--- src/core/cps_pkg.sv ---
// package: register map, field positions, reset values and timing for the pin block
package cps_pkg;
   localparam int unsigned CLK_HZ = 100_000_000;
   localparam int unsigned TICK_US = 1;
   localparam int unsigned TICK_CYC = CLK_HZ / 1_000_000 * TICK_US;
   localparam int unsigned TICK_W = 7;
   localparam int unsigned CNT_W = 16;

   localparam logic [31:0] OFS_CTRL = 32'h0000_0000;
   localparam logic [31:0] OFS_DELAY = 32'h0000_0004;
   localparam logic [31:0] OFS_DUR = 32'h0000_0008;
   localparam logic [31:0] OFS_STAT = 32'h0000_000c;

   localparam int unsigned CTRL_IN_INV = 0;
   localparam int unsigned CTRL_OUT_INV = 1;
   localparam int unsigned CTRL_SRC_LO = 2;
   localparam int unsigned CTRL_SW_LVL = 4;
   localparam int unsigned CTRL_BOOT_DONE = 5;
   localparam int unsigned STAT_IN_ACT = 0;
   localparam int unsigned STAT_OUT_ACT = 1;

   localparam logic [1:0] SRC_SW = 2'h0;
   localparam logic [1:0] SRC_FILTER = 2'h1;
   localparam logic [1:0] SRC_STROBE = 2'h2;

   localparam logic [15:0] DELAY_RST = 16'h0000;
   localparam logic [15:0] DUR_RST = 16'h03e8;

   typedef struct packed {
      logic in_inv;
      logic out_inv;
      logic [1:0] src;
      logic sw_lvl;
      logic boot_done;
   } cps_ctrl_s;
endpackage

--- src/core/cps_pin_strobe.sv ---
// top: digital in/out pin control with capture strobe, AHB-Lite registers
//
// Overview of operation
// - input polarity normal or inverted
// - software reads input active after polarity
// - output source: software, filter, strobe
// - software source drives written control bit
// - filter source follows cut filter position
// - one strobe pulse per capture start
// - microsecond delay before pulse, default zero
// - microsecond pulse length, default 1000
// - output polarity normal or inverted
// - normal polarity until boot done
// - software reads output active state
// - level write ignored unless software source
module cps_pin_strobe #(
   parameter int unsigned CNT_W = cps_pkg::CNT_W
) (
   input wire logic i_ref_clk,
   input wire logic i_resetn,
   input wire logic i_hsel,
   input wire logic [31:0] i_haddr,
   input wire logic [1:0] i_htrans,
   input wire logic i_hwrite,
   input wire logic [2:0] i_hsize,
   input wire logic [31:0] i_hwdata,
   input wire logic i_hready,
   output logic [31:0] o_hrdata,
   output logic o_hreadyout,
   output logic o_hresp,
   input wire logic i_in_pin,
   input wire logic i_filter_pos,
   input wire logic i_capture_start,
   output logic o_out_pin
);
   typedef enum logic [2:0] {
      ST_IDLE = 3'b001,
      ST_DELAY = 3'b010,
      ST_PULSE = 3'b100
   } cps_strobe_e;

   cps_pkg::cps_ctrl_s ctrl_q;
   logic [CNT_W-1:0] delay_q;
   logic [CNT_W-1:0] dur_q;
   logic wr_pend_q;
   logic [3:0] wr_sel_q;
   logic [1:0] in_sync_q;
   logic [1:0] flt_sync_q;
   logic [1:0] cap_sync_q;
   logic cap_prev_q;
   logic [cps_pkg::TICK_W-1:0] tick_cnt_q;
   logic tick_q;
   cps_strobe_e st_q;
   cps_strobe_e st_d;
   logic [CNT_W-1:0] us_cnt_q;
   logic [CNT_W-1:0] us_cnt_d;
   logic out_act_q;

   // address phase decode
   wire logic addr_ok = i_hsel & i_hready & i_htrans[1];
   wire logic [3:0] sel_vec = {
      i_haddr[7:0] == cps_pkg::OFS_STAT[7:0],
      i_haddr[7:0] == cps_pkg::OFS_DUR[7:0],
      i_haddr[7:0] == cps_pkg::OFS_DELAY[7:0],
      i_haddr[7:0] == cps_pkg::OFS_CTRL[7:0]};
   wire logic in_act = in_sync_q[1] ^ ctrl_q.in_inv;
   wire logic flt_pos = flt_sync_q[1];
   wire logic cap_edge = cap_sync_q[1] & ~cap_prev_q;
   wire logic strobe_act = (st_q == ST_PULSE);
   wire logic tick_wrap = (tick_cnt_q ==
      cps_pkg::TICK_W'(cps_pkg::TICK_CYC - 1));
   wire logic sw_mode = (ctrl_q.src == cps_pkg::SRC_SW);

   // logical output state by source
   logic out_act_d;
   always_comb begin
      unique case (ctrl_q.src)
         cps_pkg::SRC_SW: out_act_d = ctrl_q.sw_lvl;
         cps_pkg::SRC_FILTER: out_act_d = flt_pos;
         cps_pkg::SRC_STROBE: out_act_d = strobe_act;
         default: out_act_d = 1'b0;
      endcase
   end

   // polarity is held normal until software marks boot complete
   wire logic pin_d = out_act_q ^ (ctrl_q.out_inv & ctrl_q.boot_done);

   wire logic [31:0] rd_mux =
      ({32{sel_vec[0]}} & {26'h0, ctrl_q.boot_done, ctrl_q.sw_lvl,
         ctrl_q.src, ctrl_q.out_inv, ctrl_q.in_inv}) |
      ({32{sel_vec[1]}} & 32'(delay_q)) |
      ({32{sel_vec[2]}} & 32'(dur_q)) |
      ({32{sel_vec[3]}} & {30'h0, out_act_q, in_act});

   // strobe sequencer
   always_comb begin
      st_d = st_q;
      us_cnt_d = us_cnt_q;
      if (cap_edge && ctrl_q.src == cps_pkg::SRC_STROBE) begin
         us_cnt_d = '0;
         if (delay_q == '0) begin
            st_d = (dur_q == '0) ? ST_IDLE : ST_PULSE;
         end else begin
            st_d = ST_DELAY;
         end
      end else if (ctrl_q.src != cps_pkg::SRC_STROBE) begin
         st_d = ST_IDLE;
      end else if (tick_q) begin
         unique case (st_q)
            ST_IDLE: st_d = ST_IDLE;
            ST_DELAY: begin
               us_cnt_d = us_cnt_q + 1'b1;
               if (us_cnt_q + 1'b1 >= delay_q) begin
                  us_cnt_d = '0;
                  st_d = (dur_q == '0) ? ST_IDLE : ST_PULSE;
               end
            end
            ST_PULSE: begin
               us_cnt_d = us_cnt_q + 1'b1;
               if (us_cnt_q + 1'b1 >= dur_q) begin
                  us_cnt_d = '0;
                  st_d = ST_IDLE;
               end
            end
            default: st_d = ST_IDLE;
         endcase
      end
   end

   // microsecond timebase
   always_ff @(posedge i_ref_clk or negedge i_resetn) begin
      if (!i_resetn) begin
         tick_cnt_q <= '0;
         tick_q <= 1'b0;
      end else begin
         tick_cnt_q <= tick_wrap ? '0 : tick_cnt_q + 1'b1;
         tick_q <= tick_wrap;
      end
   end

   // pin synchronisers; first stage feeds only the second
   always_ff @(posedge i_ref_clk or negedge i_resetn) begin
      if (!i_resetn) begin
         in_sync_q <= 2'h0;
         flt_sync_q <= 2'h0;
         cap_sync_q <= 2'h0;
         cap_prev_q <= 1'b0;
      end else begin
         in_sync_q <= {in_sync_q[0], i_in_pin};
         flt_sync_q <= {flt_sync_q[0], i_filter_pos};
         cap_sync_q <= {cap_sync_q[0], i_capture_start};
         cap_prev_q <= cap_sync_q[1];
      end
   end

   always_ff @(posedge i_ref_clk or negedge i_resetn) begin
      if (!i_resetn) begin
         st_q <= ST_IDLE;
         us_cnt_q <= '0;
         out_act_q <= 1'b0;
         o_out_pin <= 1'b0;
      end else begin
         st_q <= st_d;
         us_cnt_q <= us_cnt_d;
         out_act_q <= out_act_d;
         o_out_pin <= pin_d;
      end
   end

   // bus: address phase latched, write applied in data phase, zero wait
   always_ff @(posedge i_ref_clk or negedge i_resetn) begin
      if (!i_resetn) begin
         wr_pend_q <= 1'b0;
         wr_sel_q <= 4'h0;
      end else begin
         wr_pend_q <= addr_ok & i_hwrite;
         wr_sel_q <= sel_vec;
      end
   end

   always_ff @(posedge i_ref_clk or negedge i_resetn) begin
      if (!i_resetn) begin
         ctrl_q <= '{1'b0, 1'b0, cps_pkg::SRC_SW, 1'b0, 1'b0};
         delay_q <= CNT_W'(cps_pkg::DELAY_RST);
         dur_q <= CNT_W'(cps_pkg::DUR_RST);
      end else if (wr_pend_q) begin
         if (wr_sel_q[0]) begin
            ctrl_q.in_inv <= i_hwdata[cps_pkg::CTRL_IN_INV];
            ctrl_q.out_inv <= i_hwdata[cps_pkg::CTRL_OUT_INV];
            ctrl_q.boot_done <= i_hwdata[cps_pkg::CTRL_BOOT_DONE];
            if (i_hwdata[cps_pkg::CTRL_SRC_LO +: 2] != 2'h3) begin
               ctrl_q.src <= i_hwdata[cps_pkg::CTRL_SRC_LO +: 2];
            end
            // level held unless source already software
            if (sw_mode) begin
               ctrl_q.sw_lvl <= i_hwdata[cps_pkg::CTRL_SW_LVL];
            end
         end
         if (wr_sel_q[1]) begin
            delay_q <= i_hwdata[CNT_W-1:0];
         end
         if (wr_sel_q[2]) begin
            dur_q <= i_hwdata[CNT_W-1:0];
         end
      end
   end

   always_ff @(posedge i_ref_clk or negedge i_resetn) begin
      if (!i_resetn) begin
         o_hrdata <= 32'h0;
         o_hreadyout <= 1'b1;
         o_hresp <= 1'b0;
      end else begin
         // read data captured at the address edge so it stands in the
         // data phase and is taken at the edge that ends it
         if (addr_ok && !i_hwrite) begin
            o_hrdata <= rd_mux;
         end
         o_hreadyout <= 1'b1;
         o_hresp <= 1'b0;
      end
   end
endmodule

--- config.mk ---
export PLATFORM = sky130hd
export DESIGN_NAME = cps_pin_strobe
export DESIGN_NICKNAME = d
export VERILOG_FILES = /design/src/core/cps_pkg.sv /design/src/core/cps_pin_strobe.sv
export SDC_FILE = /design/constraint.sdc
export NUM_CORES = 1
export LEC_CHECK = 0
export BUFFER_PORTS_ARGS = -buffer_cell sky130_fd_sc_hd__buf_2
export CORE_ASPECT_RATIO = 1.2
export CORE_UTILIZATION = 59
export DETAILED_ROUTE_END_ITERATION = 8
export PLACE_DENSITY = 0.84
export SLEW_MARGIN = 15
export SYNTH_ARGS = -nofsm -noshare
export SYNTH_HDL_FRONTEND = slang
export SYNTH_SLANG_ARGS = --single-unit
--- constraint.sdc ---
create_clock -name i_ref_clk -period 7.2 [get_ports i_ref_clk]
set_clock_uncertainty 0.05 [all_clocks]
set_input_delay 1.08 -clock i_ref_clk [delete_from_list [all_inputs] [get_ports i_ref_clk]]
set_output_delay 1.08 -clock i_ref_clk [all_outputs]
set_load 0.01 [all_outputs]
==> impl_metrics.env <==
export IMPL_hpwl_um=8426
export IMPL_clock_latency_ns=0.36
export IMPL_path_class="reg2reg"
export IMPL_drc_errors=0
export IMPL_fin_cells=671
export IMPL_vias=3932
export IMPL_globalRouteOverflowTotal=0
export IMPL_portBuffers=49
export IMPL_layout_commonest_cell="dfrtp_1"
export IMPL_cts_buffers=9
export IMPL_arrival_ns=4.18
export IMPL_antenna_found_initial=0
export IMPL_syn_mean_instance_area_um2=10.31
export IMPL_antenna_left=0
export IMPL_timing_hold_ws_ns=0.3010
export IMPL_slew_viol_final=0
export IMPL_startpoint_type="register"
export IMPL_power_density_mw_per_mm2=177.5
export IMPL_dr_pass1_iters=4
export IMPL_max_cap_violations=0
export IMPL_h_tree_depth=3
export IMPL_synth_edff_count=0
export IMPL_n_antenna_cell=0
export IMPL_drive_gt1_share_pct=22.02
export IMPL_min_path_cells=0
export IMPL_cp_required_ns=7.40
export IMPL_clkSinkCount=94
export IMPL_ctsHoldBuffers=0
export IMPL_finalWorstPathRequiredPeriod_ns=3.987
export IMPL_gp_congestion=0.8753
export IMPL_rsz0062_at_grt="false"
export IMPL_routedWlPerCell_um=16.54
export IMPL_crit_fanout=9
export IMPL_rows=37
export IMPL_clkSlewWorstSetupHoldPaths_ns=0.08
export IMPL_post_cts_buffers=0
export IMPL_root_buffer="clkbuf_8"
export IMPL_grt_pass1_wl_um=18400
export IMPL_clk_path_buf_depth=2
export IMPL_routed_wl_um=11100
export IMPL_power_w=0.001002
export IMPL_die_y_um=104.4
export IMPL_ir_worst_vdd_v=0.00007426
export IMPL_start_util_pct=60.50
export IMPL_grt_pass1_vias=3986
export IMPL_synth_flop_cell="dfrtp_1"
export IMPL_dieArea_mm2=0.009114
export IMPL_wl_met3_um=512
export IMPL_relSlewSlack_pct=25.27
export IMPL_ys_ff_latch=94
export IMPL_synthesis_area_mm2=0.005154
export IMPL_final_nets=660
export IMPL_crit_path_end_kind="register"
export IMPL_tightestPinTransition_ns=1.121
export IMPL_maxUsedRoutingLayer="met4"
export IMPL_grt_use_total_pct=26.26
export IMPL_ys_types=50
export IMPL_vias_per_cell=5.860
export IMPL_core_mm2=0.008518
export IMPL_async_flop_share_pct=100.0
export IMPL_hold_class="reg2reg"
export IMPL_max_freq_mhz=250.8
export IMPL_io_pins=112
export IMPL_dp_cells=655
export IMPL_finalSetupViolations=0
export IMPL_yosysWarnings=0
export IMPL_die_width_um=87.32
export IMPL_syn_inst=500
export IMPL_tritoncts="built"
export IMPL_m1WireLength_um=4397
export IMPL_grt_max_degree=63
export IMPL_rr_worst_depth=12
export IMPL_drtIter0Drc=184
export IMPL_leakagePower_nw=2.716
export IMPL_fillers=648
export IMPL_wl_met2_um=5629
export IMPL_fin_tns_setup_ns=0
export IMPL_cts_repair_resized=0
export IMPL_finalHoldViolations=0
export IMPL_post_route_period_util_pct=55.37
export IMPL_outcome="completed"
export IMPL_area_delta_synth_final_pct=9.468
export IMPL_ys_seq_area_share_pct=45.81
export IMPL_final_cell_mix="87 x dfrtp_1, 48 x buf_2, 45 x nand2_1"
export IMPL_r2r_slack_ns=3.21
## worst max-delay path, stage by stage (launching register included)
cell and delay [ns]:
dfrtp_1 0.47, ha_1 0.33, nand2_1 0.19, or4_4 0.59, xnor2_1 0.17, ha_1 0.32, nand4_1 0.15, or3_1 0.45
nor4_2 0.34, nor4_1 0.14, o21ai_4 0.29, nor2_4 0.11, mux2_2 0.27
## power by group
part | internal, W | total [W] | switching, W
clock | 0.000171 | 0.000349 | 0.000178
sequential | 0.000546 | 0.000565 | 0.0000190
combinational | 0.0000385 | 0.0000881 | 0.0000496
## registers in the layout (all words and copies together), names as in the netlist, 2 cells and up
signal and cells:
o_hrdata 16, dur_q 16, flt_sync_q 2, st_q 3, cap_sync_q 2, wr_sel_q 3, ctrl_q 6, in_sync_q 2
tick_cnt_q 7, delay_q 16, us_cnt_q 16
## layout make-up
| cell class | count | area (µm²) | area share (%) |
|---|---|---|---|
| clock buffers | 13 | 148.9 | 2.639 |
| clock inverters | 3 | 46.29 | 0.8206 |
| inverters | 31 | 116.4 | 2.063 |
| multi-input cells | 362 | 2560 | 45.38 |
| flip-flops and latches | 94 | 2361 | 41.85 |
| well taps | 117 | 146.4 | 2.595 |
| repair buffers | 51 | 262.8 | 4.657 |
## cell families (layout without fill, tap and decap cells)
| family | Yosys count | count (layout) | share of synthesized area (%) |
|---|---|---|---|
| flops | 94 | 94 | 45.81 |
| buf+inv | 60 | 98 | 5.681 |
| fa+ha+maj | 34 | 34 | 8.254 |
| simple gates | 158 | 158 | 15.64 |
| other cells | 2 | 18 | 0.1457 |
| xor+xnor | 20 | 20 | 3.399 |
| compound gates | 87 | 87 | 10.95 |
| mux | 45 | 45 | 10.12 |
## cells in the mapped netlist (2+ instances only)
cell type	instances	area share, %
a21o_1	3	0.44
a21oi_1	16	1.6
a22o_1	10	1.7
a22oi_1	10	1.5
and3_1	5	0.61
and4_1	6	1.0
buf_4	18	2.6
clkbuf_1	11	0.80
conb_1	2	0.15
dfrtp_1	87	42
dfstp_2	7	3.6
ha_1	34	8.3
inv_1	31	2.3
mux2_2	37	8.1
mux2i_1	6	1.2
mux4_2	2	0.87
nand2_1	45	3.3
nand2b_1	5	0.61
nand3_1	20	1.9
nand4_1	4	0.49
nor2_1	31	2.3
nor2b_1	4	0.49
nor3_1	8	0.78
nor3b_1	4	0.58
nor4_1	11	1.3
o21a_1	2	0.29
o21ai_0	34	3.3
o22ai_1	2	0.24
or2_2	2	0.24
or3_1	5	0.61
xnor2_1	11	1.9
xor2_1	9	1.5
## layer usage
metal | vias to the layer above | GRT usage (%)
li1 | 1841 | -
met3 | 43 | 4.921
met2 | 160 | 43.86
met1 | 1888 | 30.54
met4 | 0 | 16.39
met5 | - | 0
## path summary, 6_finish.rpt
check / to / startpoint
setup reg to reg: us_cnt_q[0] / us_cnt_q[0]
min in group asynchronous: o_hrdata[11] / i_resetn
max in group asynchronous: tick_cnt_q[6] / i_resetn
hold / removal: flt_sync_q[1] / flt_sync_q[0]
hold reg to reg: flt_sync_q[1] / flt_sync_q[0]
setup / recovery: us_cnt_q[0] / us_cnt_q[0]
## per-stage QoR
step,cell area (µm²),utilization [%],setup WS (ns)
2_1_floorplan,5214,-,3.778
3_3_place_gp,5446,63.94,3.365
3_5_place_dp,5446,63.94,3.290
4_1_cts,5642,66.23,3.268
5_1_grt,5642,66.23,3.033
6_report,5642,66.23,3.213
(Power assumes the default switching activity.)
